==> src/pkg/tirq_pkg.sv <==
package tirq_pkg;

   // ----------------------------------------
   // Register map (word aligned byte offsets)
   // ----------------------------------------
   localparam logic [7:0] OFF_T1_MASK = 8'h00;  // timer1_irq_mask
   localparam logic [7:0] OFF_T3_MASK = 8'h04;  // timer3_irq_mask
   localparam logic [7:0] OFF_T1_FLAGS = 8'h08; // timer1_irq_flags
   localparam logic [7:0] OFF_T3_FLAGS = 8'h0C; // timer3_irq_flags
   localparam logic [7:0] OFF_GLOBAL = 8'h10;   // Global enable, bit 0
   localparam logic [7:0] OFF_VECTOR = 8'h14;   // Vector acknowledge strobe
   localparam logic [7:0] OFF_MODE = 8'h18;     // Mode select, unit1 [3:0], unit3 [11:8]

   // ----------------------------------------
   // Field positions
   // ----------------------------------------
   localparam int BIT_OVF = 0;
   localparam int BIT_CMPA = 1;
   localparam int BIT_CMPB = 2;
   localparam int BIT_CAP = 5;
   localparam logic [7:0] IMPL_MASK = 8'h27;   // Implemented bits 5,2,1,0
   localparam logic [7:0] RESET_BYTE = 8'h00;
   localparam int MODE_W = 4;
   localparam int U3_MODE_LSB = 8;

   // Mode codes, the first four using capture register as TOP
   localparam logic [3:0] MODE_PWM_PF_CAP = 4'h8;
   localparam logic [3:0] MODE_PWM_PC_CAP = 4'hA;
   localparam logic [3:0] MODE_CTC_CAP = 4'hC;
   localparam logic [3:0] MODE_FAST_CAP = 4'hE;
   localparam logic [3:0] MODE_NORMAL = 4'h0;
   localparam logic [3:0] MODE_CTC_A = 4'h4;

endpackage

==> src/core/timer16_irq_flags_masks.sv <==
// The placing of the registers and register access over APB were chosen for this implementation.
`timescale 1ns/10ps
//Operation
// - Unit1 capture irq needs enable, global, flag
// - Unit1 compare B irq gated likewise
// - Unit1 compare A irq gated likewise
// - Unit1 overflow irq gated likewise
// - Unit3 four sources gated the same
// - Bits 7:6, 4:3 read zero
// - Capture pin event sets capture flag
// - Capture-as-TOP mode: TOP sets capture flag
// - Compare B flag set tick after match
// - Compare A flag set tick after match
// - Forced compare never sets a flag
// - Overflow flag set per mode event
// - Vector execution clears its flag
// - Writing one clears that flag
module timer16_irq_flags_masks
   import tirq_pkg::*;
(
   // Clock and reset
   input wire logic clk,
   input wire logic nrst,
   // APB slave
   input wire logic psel,
   input wire logic penable,
   input wire logic pwrite,
   input wire logic [7:0] paddr,
   input wire logic [31:0] pwdata,
   output logic [31:0] prdata,
   output logic pready,
   output logic pslverr,
   // Timer tick enables
   input wire logic unit1Tick,
   input wire logic unit3Tick,
   // Unit1 events
   input wire logic unit1_capture_pin,
   input wire logic unit1TopReached,
   input wire logic unit1CmpaMatch,
   input wire logic unit1CmpbMatch,
   input wire logic unit1Overflow,
   // Unit3 events
   input wire logic unit3_capture_pin,
   input wire logic unit3TopReached,
   input wire logic unit3CmpaMatch,
   input wire logic unit3CmpbMatch,
   input wire logic unit3Overflow,
   // Vector acknowledge from CPU, one-hot per flag bit
   input wire logic [7:0] unit1VecAck,
   input wire logic [7:0] unit3VecAck,
   // Requests to CPU
   output logic [7:0] unit1IrqReq,
   output logic [7:0] unit3IrqReq,
   output logic irq
);

   // ----------------------------------------
   // State
   // ----------------------------------------
   typedef struct packed {
      logic [7:0] mask1;     // timer1_irq_mask
      logic [7:0] mask3;     // timer3_irq_mask
      logic globalEn;        // Global interrupt enable
      logic [2*MODE_W-1:0] modes; // waveform_mode_select per unit
      logic cap1Prev;        // Previous synced pin level
      logic cap3Prev;
      logic [31:0] rdata;
      logic ready;
      logic err;
      logic [7:0] req1;
      logic [7:0] req3;
      logic irq;
   } top_t;

   top_t st_r, st_nxt;

   // ----------------------------------------
   // Wires
   // ----------------------------------------
   logic cap1Sync, cap3Sync;        // Cleaned capture pins
   logic [7:0] flags1, flags3;       // Current flags
   logic [7:0] swClr1, swClr3;       // Write-one clears
   logic [7:0] vClr1, vClr3;         // Vector clears
   logic setup, access;
   logic [7:0] req1, req3;

   // Interrupt gating for one unit
   function automatic logic [7:0] gateReq(input logic [7:0] m, input logic [7:0] f,
                                          input logic g);
      gateReq = (m & f & IMPL_MASK) & {8{g}};
   endfunction

   // ----------------------------------------
   // Capture pin synchronisers
   // ----------------------------------------
   sync_pin u_sync1 (
      .clk(clk),
      .nrst(nrst),
      .pinIn(unit1_capture_pin),
      .pinOut(cap1Sync)
   );

   sync_pin u_sync3 (
      .clk(clk),
      .nrst(nrst),
      .pinIn(unit3_capture_pin),
      .pinOut(cap3Sync)
   );

   // ----------------------------------------
   // Flag units
   // ----------------------------------------
   unit_flags u_flags1 (
      .clk(clk),
      .nrst(nrst),
      .timerTick(unit1Tick),
      .captureEdge(cap1Sync & ~st_r.cap1Prev),
      .topReached(unit1TopReached),
      .cmpaMatch(unit1CmpaMatch),
      .cmpbMatch(unit1CmpbMatch),
      .overflowEvt(unit1Overflow),
      .waveMode(st_r.modes[MODE_W-1:0]),
      .swClear(swClr1),
      .vecClear(vClr1),
      .flags(flags1)
   );

   unit_flags u_flags3 (
      .clk(clk),
      .nrst(nrst),
      .timerTick(unit3Tick),
      .captureEdge(cap3Sync & ~st_r.cap3Prev),
      .topReached(unit3TopReached),
      .cmpaMatch(unit3CmpaMatch),
      .cmpbMatch(unit3CmpbMatch),
      .overflowEvt(unit3Overflow),
      .waveMode(st_r.modes[U3_MODE_LSB/2+MODE_W-1:U3_MODE_LSB/2]),
      .swClear(swClr3),
      .vecClear(vClr3),
      .flags(flags3)
   );

   // ----------------------------------------
   // Bus decode and clears
   // ----------------------------------------
   always_comb begin
      setup = psel && !penable;
      access = psel && penable && st_r.ready;
      swClr1 = 8'h00;
      swClr3 = 8'h00;
      // Write one to clear flags
      if (access && pwrite && paddr == OFF_T1_FLAGS) begin
         swClr1 = pwdata[7:0] & IMPL_MASK;
      end
      if (access && pwrite && paddr == OFF_T3_FLAGS) begin
         swClr3 = pwdata[7:0] & IMPL_MASK;
      end
      // Vector acknowledges from CPU or register strobe
      vClr1 = unit1VecAck & IMPL_MASK;
      vClr3 = unit3VecAck & IMPL_MASK;
      if (access && pwrite && paddr == OFF_VECTOR) begin
         vClr1 = vClr1 | (pwdata[7:0] & IMPL_MASK);
         vClr3 = vClr3 | (pwdata[15:8] & IMPL_MASK);
      end
      // Requests
      req1 = gateReq(st_r.mask1, flags1, st_r.globalEn);
      req3 = gateReq(st_r.mask3, flags3, st_r.globalEn);
   end

   // ----------------------------------------
   // Next state
   // ----------------------------------------
   always_comb begin
      st_nxt = st_r;
      st_nxt.cap1Prev = cap1Sync;
      st_nxt.cap3Prev = cap3Sync;
      st_nxt.req1 = req1;
      st_nxt.req3 = req3;
      st_nxt.irq = |{req1, req3};
      // Ready one cycle after setup
      st_nxt.ready = setup;
      st_nxt.err = 1'b0;
      if (setup) begin
         st_nxt.rdata = 32'h0000_0000;
         unique case (paddr)
            OFF_T1_MASK: st_nxt.rdata[7:0] = st_r.mask1;
            OFF_T3_MASK: st_nxt.rdata[7:0] = st_r.mask3;
            OFF_T1_FLAGS: st_nxt.rdata[7:0] = flags1;
            OFF_T3_FLAGS: st_nxt.rdata[7:0] = flags3;
            OFF_GLOBAL: st_nxt.rdata[0] = st_r.globalEn;
            OFF_VECTOR: st_nxt.rdata = 32'h0000_0000;
            OFF_MODE: begin
               st_nxt.rdata[MODE_W-1:0] = st_r.modes[MODE_W-1:0];
               st_nxt.rdata[U3_MODE_LSB+MODE_W-1:U3_MODE_LSB] =
                  st_r.modes[2*MODE_W-1:MODE_W];
            end
            default: st_nxt.err = 1'b1;
         endcase
      end
      // Register writes
      if (access && pwrite) begin
         unique case (paddr)
            OFF_T1_MASK: st_nxt.mask1 = pwdata[7:0] & IMPL_MASK;
            OFF_T3_MASK: st_nxt.mask3 = pwdata[7:0] & IMPL_MASK;
            OFF_GLOBAL: st_nxt.globalEn = pwdata[0];
            OFF_MODE: begin
               st_nxt.modes[MODE_W-1:0] = pwdata[MODE_W-1:0];
               st_nxt.modes[2*MODE_W-1:MODE_W] =
                  pwdata[U3_MODE_LSB+MODE_W-1:U3_MODE_LSB];
            end
            default: ;
         endcase
      end
      // Ready and error pulse end after access
      if (access) begin
         st_nxt.ready = 1'b0;
      end
   end

   // ----------------------------------------
   // Register
   // ----------------------------------------
   always_ff @(posedge clk) begin
      if (!nrst) begin
         st_r <= '0;
      end else begin
         st_r <= st_nxt;
      end
   end

   // Outputs straight from flops
   assign prdata = st_r.rdata;
   assign pready = st_r.ready;
   assign pslverr = st_r.err;
   assign unit1IrqReq = st_r.req1;
   assign unit3IrqReq = st_r.req3;
   assign irq = st_r.irq;

endmodule

==> src/core/sync_pin.sv <==
`timescale 1ns/10ps
// Three-stage pin synchroniser, change taken when stages two and three agree
module sync_pin
   import tirq_pkg::*;
(
   // Clock and reset
   input wire logic clk,
   input wire logic nrst,
   // Pin and clean output
   input wire logic pinIn,
   output logic pinOut
);

   typedef struct packed {
      logic s1;
      logic s2;
      logic s3;
      logic q;
   } sync_t;

   sync_t st_r, st_nxt;

   // Next state
   always_comb begin
      st_nxt = st_r;
      st_nxt.s1 = pinIn;
      st_nxt.s2 = st_r.s1;
      st_nxt.s3 = st_r.s2;
      // Accept change only when stages agree
      if (st_r.s2 == st_r.s3) begin
         st_nxt.q = st_r.s3;
      end
   end

   // Register
   always_ff @(posedge clk) begin
      if (!nrst) begin
         st_r <= '0;
      end else begin
         st_r <= st_nxt;
      end
   end

   assign pinOut = st_r.q;

endmodule

==> src/core/unit_flags.sv <==
`timescale 1ns/10ps
// Flag set/clear logic of one timer unit
module unit_flags
   import tirq_pkg::*;
(
   // Clock and reset
   input wire logic clk,
   input wire logic nrst,
   // Events from the counter core
   input wire logic timerTick,
   input wire logic captureEdge,
   input wire logic topReached,
   input wire logic cmpaMatch,
   input wire logic cmpbMatch,
   input wire logic overflowEvt,
   input wire logic [MODE_W-1:0] waveMode,
   // Clears
   input wire logic [7:0] swClear,
   input wire logic [7:0] vecClear,
   // Flags
   output logic [7:0] flags
);

   typedef struct packed {
      logic [7:0] flags;
      logic pendA;
      logic pendB;
   } uf_t;

   uf_t st_r, st_nxt;

   // Mode uses capture register as TOP
   function automatic logic capIsTop(input logic [MODE_W-1:0] m);
      capIsTop = (m == MODE_PWM_PF_CAP) || (m == MODE_PWM_PC_CAP) ||
                 (m == MODE_CTC_CAP) || (m == MODE_FAST_CAP);
   endfunction

   logic [7:0] setVec;

   // Next state
   always_comb begin
      st_nxt = st_r;
      setVec = 8'h00;
      // Compare matches seen in one tick set flags on the next tick
      if (timerTick) begin
         setVec[BIT_CMPA] = st_r.pendA;
         setVec[BIT_CMPB] = st_r.pendB;
         st_nxt.pendA = cmpaMatch;      // force strobe is not an input
         st_nxt.pendB = cmpbMatch;
      end
      // Capture source depends on mode
      if (capIsTop(waveMode)) begin
         setVec[BIT_CAP] = topReached;
      end else begin
         setVec[BIT_CAP] = captureEdge;
      end
      // Overflow point given by counter core per mode
      setVec[BIT_OVF] = overflowEvt;
      // Clear on one, set wins, reserved stay zero
      st_nxt.flags = ((st_r.flags & ~(swClear | vecClear)) | setVec)
                     & IMPL_MASK;
   end

   // Register
   always_ff @(posedge clk) begin
      if (!nrst) begin
         st_r <= '0;
      end else begin
         st_r <= st_nxt;
      end
   end

   assign flags = st_r.flags;

endmodule

==> config.mk <==
export PLATFORM = sky130hd
export DESIGN_NAME = timer16_irq_flags_masks
export DESIGN_NICKNAME = d
export VERILOG_FILES = /design/src/pkg/tirq_pkg.sv /design/src/core/timer16_irq_flags_masks.sv /design/src/core/sync_pin.sv /design/src/core/unit_flags.sv
export SDC_FILE = /design/constraint.sdc
export NUM_CORES = 1
export LEC_CHECK = 0
export ABC_AREA = 1
export BUFFER_PORTS_ARGS = -buffer_cell sky130_fd_sc_hd__buf_2
export CORE_ASPECT_RATIO = 1.75
export CORE_MARGIN = 2
export CORE_UTILIZATION = 51
export CTS_BUF_LIST = sky130_fd_sc_hd__clkbuf_4 sky130_fd_sc_hd__clkbuf_8
export CTS_CLUSTER_SIZE = 30
export DETAILED_ROUTE_END_ITERATION = 8
export PLACE_DENSITY_LB_ADDON = 0.05
export SYNTH_ARGS = -nofsm -noshare
export SYNTH_HDL_FRONTEND = slang
export SYNTH_SLANG_ARGS = --single-unit
export TNS_END_PERCENT = 5
==> constraint.sdc <==
create_clock -name clk -period 3.44 [get_ports clk]
set_input_delay 0.172 -clock clk [delete_from_list [all_inputs] [get_ports clk]]
set_output_delay 0.172 -clock clk [all_outputs]
set_load 0.1 [all_outputs]
==> metrics.cfg, run 1 <==
[global_routing]
grt_max_degree = 36
grtUsageTotal = 0.213
antenna_found_initial = 0
via_count_of_the_first_global_routing_pass = 2193
grt_overflow = 0
grt_pass1_wl_mm = 9.69

[clocking]
cts_tree = yes
cts_hold_buffers = 1
cts_setup_buffers = 0
cts.sink_count = 59
cts_max_path_buffers = 2
htree_levels = 3
cts_root_buffer = clkbuf_8
postCtsResizedCells = 0
source_to_sink_clock_delay_at_the_later_pin_of_the_worst_skew_pair_ns = 0.34
clkSlewWorstSetupHoldPaths_ns = 0.07
clock_buffer_count_from_cts = 9

[route]
vias = 2426
first_iter_violations = 59
drt_drc_violations_left = 0
wl_per_cell_um = 12.2
drt-vias-per-instance = 4.76
firstDrtPassIters = 4
drt-total-wl_mm = 6.21
route.antenna.remaining_nets = 0

[floorplan]
die_width_um = 60.8
core.rowCount = 36
floorplan.initialDensity = 0.523
core_area_um2 = 5500
die_height_um = 103
io_pins = 124
die_area_um2 = 6280

[synth]
synth_common_cells = dfxtp_1, buf_4, inv_1, nand2_1, nor2_1
synth_seq_cells = 59
syn_area_um2 = 2880
synth.area.top_cells = dfxtp_1, buf_4, a21oi_1
synthesis.yosys.warnings = 0
synth_ff_type = dfxtp_1
syn_inst = 382
post_synth_num_cell_types = 31
synthDominantAreaCellType = dfxtp_1
synthesis.area_per_instance_um2 = 7.53
synth_edf_count = 0
synth_largest_type_area_fraction = 0.411
synthArstFlopShare = 0
synth_sequential_area_ratio = 0.411
yosys.cell_count.top_type = dfxtp_1

[sta]
relative_slew_slack = 0.607
timing.final.ws_setup_ns = 2.01
post-route-min-period_ns = 1.43
final.setup_skew_ns = 0.00777
hold_viol = 0
setup_violations = 0
transition_time_at_the_pin_with_the_least_slew_margin_ns = 0.589
rsz0062_at_grt = no
fin_setup_tns_ns = 0
slew_violations = 0
fmax_mhz = 700
min_period_over_period = 0.415

[finish]
layout-drive-gt1-share = 0.240
syn2layout_area_growth_pct = 11.8
fin_nets = 502
antenna_cells = 0

[setup_path]
critPathKind = primary input to flop
data_arrival_time_of_the_critical_path_ns = 1.69
worst-r2r-setup-slack_ns = 2.19
cp-end-kind = flop
critPathLaunchType = primary input
timing.critical_path.fanout_max = 35
cp.required_ns = 3.70

[place]
routabilityCongestion = 0.875
io_buffers = 62
place_worst_setup_slack_ns = 1.67
dp_hpwl_mm = 4.74

[outcome]
status = complete, no violations

[hold_path]
hold_path_class = primary input to flop

[run]
max_cap_viol_count = 0

[power_and_ir_drop]
worst_ir_drop_vdd_mv = 0.381
power.leakage_nw = 1.59
power.density_nw_per_um2 = 529

[cell type report]
| class | instances | area (um2) |
|---|---|---|
| inverter | 52 | 205 |
| fill | 568 | 2280 |
| timing repair buffer | 64 | 328 |
| clock inverter | 4 | 73.8 |
| sequential | 59 | 1180 |
| multi-input combinational | 243 | 1180 |
| tap | 76 | 95.1 |
| clock buffer | 12 | 153 |
[per-stage QoR]
stage               utilization  cell area (um2)  power [mW]  cells  hold WS [ns]
CTS                       0.585             3220        1.71    510       0.00777
floorplan                     -             2990       0.993    412         0.270
detailed placement        0.542             2980        1.01    493         0.362
global placement          0.542             2980        1.01    493         0.353
global route              0.585             3220        1.77    510        0.0102
finish                    0.585             3220        1.70    510        0.0149
[sequential cells by signal, summed over array words and instances (netlist names), 2 cells and up]
register and flops:
prdata 9, st_r 19, u_flags1.flags 4, u_flags1.st_r 2
u_flags3.flags 4, u_flags3.st_r 2, u_sync1.st_nxt 2, u_sync3.st_nxt 2
unit1IrqReq 4, unit3IrqReq 4
[worst paths after layout]
check	startpoint	endpoint	cells after the start
worst max register to register	pready$_SDFF_PP0_	u_flags3.flags[2]$_SDFF_PN0_	5
worst min-delay path	unit3_capture_pin	u_sync3.st_nxt[2]$_SDFF_PN0_	3
worst max-delay path	nrst	pslverr$_SDFF_PN0_	6
worst min register to register	u_sync1.st_nxt[2]$_SDFF_PN0_	u_sync1.st_nxt[1]$_SDFF_PN0_	2
[layout by cell type (no fill, tap or decap)]
cell type and instances:
clkbuf_8 10, nand3_1 26, inv_2 4, nor3b_1 1
a21oi_2 2, nand2_4 2, nand4_1 3, buf_4 1
clkinv_2 1, nand4_4 1, nor2_8 1, nor4_1 1
inv_6 1, inv_1 46, nor2_4 4, o21a_1 1
o21ai_1 9, o21bai_1 2, clkbuf_4 2, conb_1 31
nand2_2 4, nor3_1 3, o21ai_2 2, bufinv_16 2
nand2_1 46, o21ai_0 29, buf_2 62, dfxtp_1 59
nor2_2 3, dlygate4sd3_1 1, a21oi_1 35, nor2_1 37
clkinv_4 2
[routing by layer]
layer,wire (um),GRT usage,vias to the layer above
met3,338,0.0597,15
met1,2500,0.225,1092
met4,171,0.107,0
met2,3200,0.375,88
met5,0,0,-
li1,-,-,1231
[worst max-delay path, stage by stage]
cell and delay (ns):
buf_2 0.46, inv_1 0.36, buf_4 0.29, nor2_2 0.13, o21ai_0 0.08, nor3_1 0.18
[cell families (layout without fill, tap and decap cells)]
| group | count (synthesis) | count (layout) | share of synthesized area |
|---|---|---|---|
| AOI/OAI and AO/OA | 80 | 80 | 0.147 |
| buffers and inverters | 110 | 132 | 0.218 |
| DFF | 59 | 59 | 0.411 |
| other | 1 | 31 | 0.00130 |
| and+or+nand+nor | 132 | 132 | 0.223 |
[where the power goes]
group	switching [mW]	internal (mW)	total (mW)	leakage (nW)
clock	0.263	0.444	0.706	0.117
sequential	0.00729	0.699	0.707	0.480
combinational	0.248	0.0387	0.287	0.992
total	0.519	1.18	1.70	1.59
No activity file was read; power rests on OpenSTA's default activity.
==> run 2: changes to the inputs <==
Settings changed: CORE_UTILIZATION 51 to 49.
Clock period 3.44 ns to 1.46 ns, I/O delays scaled along.
==> run 2 against run 1 <==
Effect of this change:
- clock skew barely moved
- flip-flop and latch count did not move
- worst hold slack worse by 0.0098 ns
- sequential power is 130% higher
- clock-buffer cell count fell by 1
- power increased by 140%
- combinational power grew 140%
- die area rose by 3.9%
- via count up 0.41%
- first-iteration DRC count grew 29%
- critical path type is now flop to flop
==> metrics.cfg, run 2 (synthesis gave the netlist of run 1 again) <==
[outcome]
status = complete, no violations

[sta]
slew_violations = 0  ; unchanged
fmax_mhz = 834
post-route-min-period_ns = 1.20
final.setup_skew_ns = 0.00805  ; +0.000278 ns
hold_viol = 0  ; unchanged
worst_hold_slack_ns = 0.00517  ; -0.00977 ns
min_period_over_period = 0.822
fin_setup_tns_ns = 0  ; unchanged
setup_violations = 0  ; unchanged
rsz0062_at_grt = no

[clocking]
cts_setup_buffers = 0  ; unchanged
cts_tree = yes
clock_buffer_count_from_cts = 9  ; unchanged
clkSlewWorstSetupHoldPaths_ns = 0.07  ; about the same
source_to_sink_clock_delay_at_the_later_pin_of_the_worst_skew_pair_ns = 0.33  ; about the same
htree_levels = 3  ; unchanged
cts_max_path_buffers = 2  ; unchanged
cts_root_buffer = clkbuf_8
cts.sink_count = 59  ; unchanged
postCtsResizedCells = 0  ; unchanged

[route]
routed_length_on_met3_um = 328  ; -3.0%
vias = 2436  ; +0.41%
met2_length_mm = 3.32  ; +3.8%
drt_drc_violations_left = 0  ; unchanged
route.antenna.remaining_nets = 0  ; unchanged
firstDrtPassIters = 4  ; unchanged
max_layer_used = met4
drt-vias-per-instance = 4.69  ; -1.3%
drt-total-wl_mm = 6.28  ; +1.0%
wl_met1_mm = 2.53  ; +1.2%
wl_per_cell_um = 12.1  ; -0.74%
first_iter_violations = 76  ; +29%

[setup_path]
critPathLaunchType = flop
timing.critical_path.fanout_max = 5  ; -86%
cp-end-kind = flop
cp.required_ns = 1.68  ; -2.02 ns
data_arrival_time_of_the_critical_path_ns = 1.42  ; -0.27 ns
critPathKind = flop to flop

[finish]
fillerInstances = 579  ; +1.9%
antenna_cells = 0  ; unchanged
fin_nets = 511  ; +1.8%
layout_common_cells = buf_2, dfxtp_1, nand2_1, inv_1, nor2_1
layout.cells.most_common = buf_2
largest_register = st_r
layout-drive-gt1-share = 0.244  ; +0.00416
syn2layout_area_growth_pct = 15.1
max_ffs_per_register = 19  ; unchanged

[floorplan]
die_height_um = 105  ; +1.9%
core.rowCount = 36  ; unchanged
die_area_um2 = 6520  ; +3.9%
io_pins = 124  ; unchanged
floorplan.initialDensity = 0.511  ; -0.0126
die_width_um = 61.9  ; +1.9%
core_area_um2 = 5630  ; +2.5%

[global_routing]
antenna_found_initial = 0  ; unchanged
grt_max_degree = 23  ; -36%
via_count_of_the_first_global_routing_pass = 2199  ; +0.27%
grt_overflow = 0  ; unchanged
grtUsageTotal = 0.202  ; -0.0105
grt_pass1_wl_mm = 9.79  ; +1.0%

[hold_path]
hold_path_class = primary input to flop

[place]
io_buffers = 62  ; unchanged
routabilityCongestion = 0.881  ; +0.75%
dp_hpwl_mm = 4.81  ; +1.3%

[power_and_ir_drop]
worst_ir_drop_vdd_mv = 0.863  ; +130%
power.density_nw_per_um2 = 1230  ; +130%
power.leakage_nw = 1.63  ; +2.5%
power_mw = 4.07  ; +140%

[run]
max_cap_viol_count = 0  ; unchanged

-- run 2: timing repair --
item                                    CTS  global route
endpoints found under the hold margin     7             0
endpoints found under the setup margin    0             0
hold buffers                              7             0
-- run 2: worst max-delay path, stage by stage (launching register included) --
cell     delay [ns]
dfxtp_4        0.36
nand4_4        0.18
nor2_1         0.28
nand2_1        0.11
nand3_1        0.10
a21oi_1        0.06
-- run 2: routing by layer --
metal / vias up / GRT usage
met4: 0 / 0.0790
met2: 91 / 0.343
met5: - / 0
met1: 1081 / 0.233
li1: 1253 / -
met3: 11 / 0.0503
-- run 2: layout make-up --
class                           instances  area, um2  share of cell area
Clock buffer                           11        151              0.0457
Tap cell                               76       95.1              0.0287
Multi-Input combinational cell        243       1180               0.357
Clock inverter                          5       82.6              0.0249
Inverter                               52        205              0.0620
Timing Repair Buffer                   73        410               0.124
Sequential cell                        59       1180               0.358
-- run 2: worst paths after layout --
check	from	endpoint	slack, ns	cells after the start
max	pready$_SDFF_PP0_	u_flags3.flags[1]$_SDFF_PN0_	0.26	5
min	pwdata[3]	st_r[56]$_SDFFE_PN0P_	0.005	3
max reg2reg	pready$_SDFF_PP0_	u_flags3.flags[1]$_SDFF_PN0_	0.26	5
min reg2reg	u_sync3.st_nxt[2]$_SDFF_PN0_	u_sync3.st_nxt[1]$_SDFF_PN0_	0.42	2
-- run 2: metrics by stage --
step | setup slack (ns) | cells | instance area, um2 | util
floorplan | 0.129 | 412 | 2990 | -
global placement | 0.259 | 496 | 3010 | 0.534
detailed placement | 0.246 | 496 | 3010 | 0.534
CTS | 0.239 | 519 | 3310 | 0.588
global route | 0.158 | 519 | 3310 | 0.588
finish | 0.260 | 519 | 3310 | 0.588
-- run 2: where the power goes --
part / switching (mW) / internal [mW] / total, mW
Combinational: 0.588 / 0.105 / 0.693
Clock: 0.653 / 1.06 / 1.71
Sequential: 0.0177 / 1.65 / 1.66
==> run 3: changes to the inputs <==
Settings changed: ABC_AREA 1 to 0, CORE_UTILIZATION 49 to 44.
Clock period 1.46 ns to 1.1 ns, I/O delays scaled along.
==> run 3 against run 2 <==
Effect of this change:
- the run now ends with negative setup slack left
- flip-flop and latch count did not move
- sequential share of layout area shrank 5.2 points
- power rose by 21%
- clock-buffer cell count is 3 higher
- critical path type unchanged
- critical endpoint is now u_flags3.flags[2]$_SDFF_PN0_
==> metrics.cfg, run 3 <==
[outcome]
status = complete, but fails checks
failed_checks = negative setup slack

[sta]
post-route-min-period_ns = 1.27  ; +0.0668 ns
fmax_mhz = 790  ; -5.3%
timing.final.ws_setup_ns = -0.166  ; -0.427 ns
slew_violations = 0  ; unchanged
final.setup_skew_ns = 0.00702  ; -0.00103 ns
hold_viol = 0  ; unchanged
rsz0062_at_grt = yes
setup_violations = 24  ; +24
min_period_over_period = 1.15  ; +0.330

[finish]
syn2layout_area_growth_pct = 36.2
layout-drive-gt1-share = 0.347  ; +0.103
area_of_combinational_cells_with_multiple_inputs_um2 = 1400  ; +18%
final-seq-area_um2 = 1190  ; +0.11%
largest_register = st_r
fin_nets = 466  ; -8.8%
fillerInstances = 558  ; -3.6%
layout_common_cells = dfxtp_1, buf_2, nand2_1
fin_util = 0.622  ; +0.0337
antenna_cells = 0  ; unchanged
layout.cells.most_common = dfxtp_1
max_ffs_per_register = 19  ; unchanged

[setup_path]
timing.critical_path.fanout_max = 8  ; +3
cp_top_family = simple AND/OR/NAND/NOR gates
critPathBufInv = 1  ; +1
timing.critical_path.slowest_stage_cell = dfxtp_4
data_arrival_time_of_the_critical_path_ns = 1.50  ; +0.08 ns
critPathLaunchType = flop
cp-end-kind = flop
slowest_delay_ns = 0.34  ; -0.02 ns
critPathKind = flop to flop
cp.required_ns = 1.33  ; -0.35 ns
crit_path_cell_trace = and4_4 > buf_6 > and3_4 > a221oi_2 > a31o_1

[synth]
synthArstFlopShare = 0  ; unchanged
synth_largest_type_area_fraction = 0.415  ; +0.00470
synth_sequential_area_ratio = 0.415  ; +0.00470
synth_ff_type = dfxtp_1
synthDominantAreaCellType = dfxtp_1
synth_edf_count = 0  ; unchanged
syn_area_um2 = 2840  ; -1.1%
synthesis.area_per_instance_um2 = 9.45  ; +25%
synthesis.yosys.warnings = 0  ; unchanged
synth_common_cells = dfxtp_1, buf_4, nand2_1, nor2b_1, mux2i_1
syn_inst = 301  ; -21%
synth.area.top_cells = dfxtp_1, buf_4, nand2_1
post_synth_num_cell_types = 40  ; +29%
yosys.cell_count.top_type = dfxtp_1
synth_seq_cells = 59  ; unchanged

[place]
routabilityCongestion = 0.845  ; -4.1%
io_buffers = 62  ; unchanged
place_worst_setup_slack_ns = -0.226  ; -0.472 ns
dp_hpwl_mm = 5.09  ; +5.8%

[power_and_ir_drop]
worst_ir_drop_vdd_mv = 1.32  ; +53%
power.internal_mw = 3.42  ; +22%
pwr-share-comb = 0.189  ; +0.019
power.density_nw_per_um2 = 1280  ; +3.8%
power.leakage_nw = 1.66  ; +1.9%
clock_network_fraction_of_design_power = 0.367  ; -0.054
pwr-share-seq = 0.444  ; +0.035
p_sw_frac = 0.308  ; -0.000954
power_switching_mw = 1.52  ; +21%

[clocking]
cts_root_buffer = clkbuf_8
source_to_sink_clock_delay_at_the_later_pin_of_the_worst_skew_pair_ns = 0.34  ; about the same
cts_max_path_buffers = 2  ; unchanged
clkSlewWorstSetupHoldPaths_ns = 0.06  ; about the same
clock_buffer_count_from_cts = 9  ; unchanged
htree_levels = 3  ; unchanged
cts.sink_count = 59  ; unchanged
cts_setup_buffers = 0  ; unchanged
cts_tree = yes

[floorplan]
core_area_um2 = 6230  ; +11%
floorplan.initialDensity = 0.457  ; -0.0543
die_area_um2 = 7150  ; +9.6%
core.rowCount = 38  ; +5.6%
io_pins = 124  ; unchanged
die_height_um = 110  ; +4.7%
die_width_um = 64.8  ; +4.6%

[route]
wl_per_cell_um = 13.6  ; +13%
route.antenna.remaining_nets = 0  ; unchanged
firstDrtPassIters = 6  ; +2
drt-vias-per-instance = 4.89  ; +4.3%
drt_drc_violations_left = 0  ; unchanged
drt-total-wl_mm = 6.52  ; +3.9%
vias = 2339  ; -4.0%
first_iter_violations = 33  ; -57%

[global_routing]
antenna_found_initial = 0  ; unchanged
grtUsageTotal = 0.198  ; -0.00405
grt_overflow = 0  ; unchanged
grt_pass1_wl_mm = 10.4  ; +5.8%
grt_max_degree = 33  ; +43%
via_count_of_the_first_global_routing_pass = 2217  ; +0.82%

[hold_path]
hold_path_class = primary input to flop

[run]
max_cap_viol_count = 0  ; unchanged

run 3: cell type report:
cell class                      instances  share of cell area
Clock buffer                           14              0.0449
Sequential cell                        59               0.306
Timing Repair Buffer                  110               0.256
Tap cell                               80              0.0258
Multi-Input combinational cell        209               0.361
Inverter                                4             0.00388
Clock inverter                          2             0.00258
run 3: power by group through the flow:
stage	logic (mW)	clock network, mW	registers (mW)
5_1_grt	0.975	1.96	2.20
4_1_cts	0.933	1.86	2.20
3_5_place_dp	0.886	0	2.24
3_3_place_gp	0.886	0	2.24
2_1_floorplan	0.737	0	2.25
6_report	0.933	1.81	2.20
run 3: cells by family (layout without fill, tap and decap cells):
group           count (synthesis)  in the layout  share of synthesized area
simple gates                  110            110                      0.224
compound gates                 52             52                      0.138
mux                            16             16                     0.0695
flops                          59             59                      0.415
other cells                     1             31                    0.00132
buf+inv                        63            130                      0.152
run 3: worst reg2reg max path: stages (launching register included):
cell and delay [ns]:
dfxtp_4 0.34, and4_4 0.23, buf_6 0.14, and3_4 0.21
a221oi_2 0.06, a31o_1 0.19
run 3: final timing paths:
path                                  end  slack (ns)                   from  cells past startpoint
max          u_flags3.flags[2]$_SDFF_PN0_       -0.17      pready$_SDFF_PP0_                      5
min          u_flags1.flags[1]$_SDFF_PN0_        0.01         unit1VecAck[1]                      4
max reg2reg  u_flags3.flags[2]$_SDFF_PN0_       -0.17      pready$_SDFF_PP0_                      5
min reg2reg         st_r[58]$_SDFFE_PN0P_        0.45  st_r[58]$_SDFFE_PN0P_                      2
run 3: per-layer routing:
metal,vias up,share of wire,GRT usage
li1,1142,-,-
met1,1091,0.36,0.207
met2,89,0.53,0.345
met3,17,0.059,0.0518
met4,0,0.044,0.135
met5,-,0,0
run 3: what timing repair did:
action,CTS,global route
hold endpoints to repair,14,0
hold buffers,15,0
resized for setup,15,4
endpoints found under the setup margin,30,28
pin swaps,3,3
run 3: stage by stage:
| step | cells | hold WS [ns] | cell area [um2] | TNS, ns | total power, mW |
|---|---|---|---|---|---|
| 6_report | 478 | 0.0113 | 3870 | -1.80 | 4.94 |
| 3_3_place_gp | 447 | 0.266 | 3500 | -5.28 | 3.13 |
| 3_5_place_dp | 447 | 0.265 | 3500 | -5.60 | 3.13 |
| 5_1_grt | 478 | 0.0223 | 3870 | -3.18 | 5.14 |
| 2_1_floorplan | 331 | 0.179 | 3000 | -7.52 | 2.99 |
| 4_1_cts | 478 | 0.00506 | 3860 | -2.01 | 4.99 |
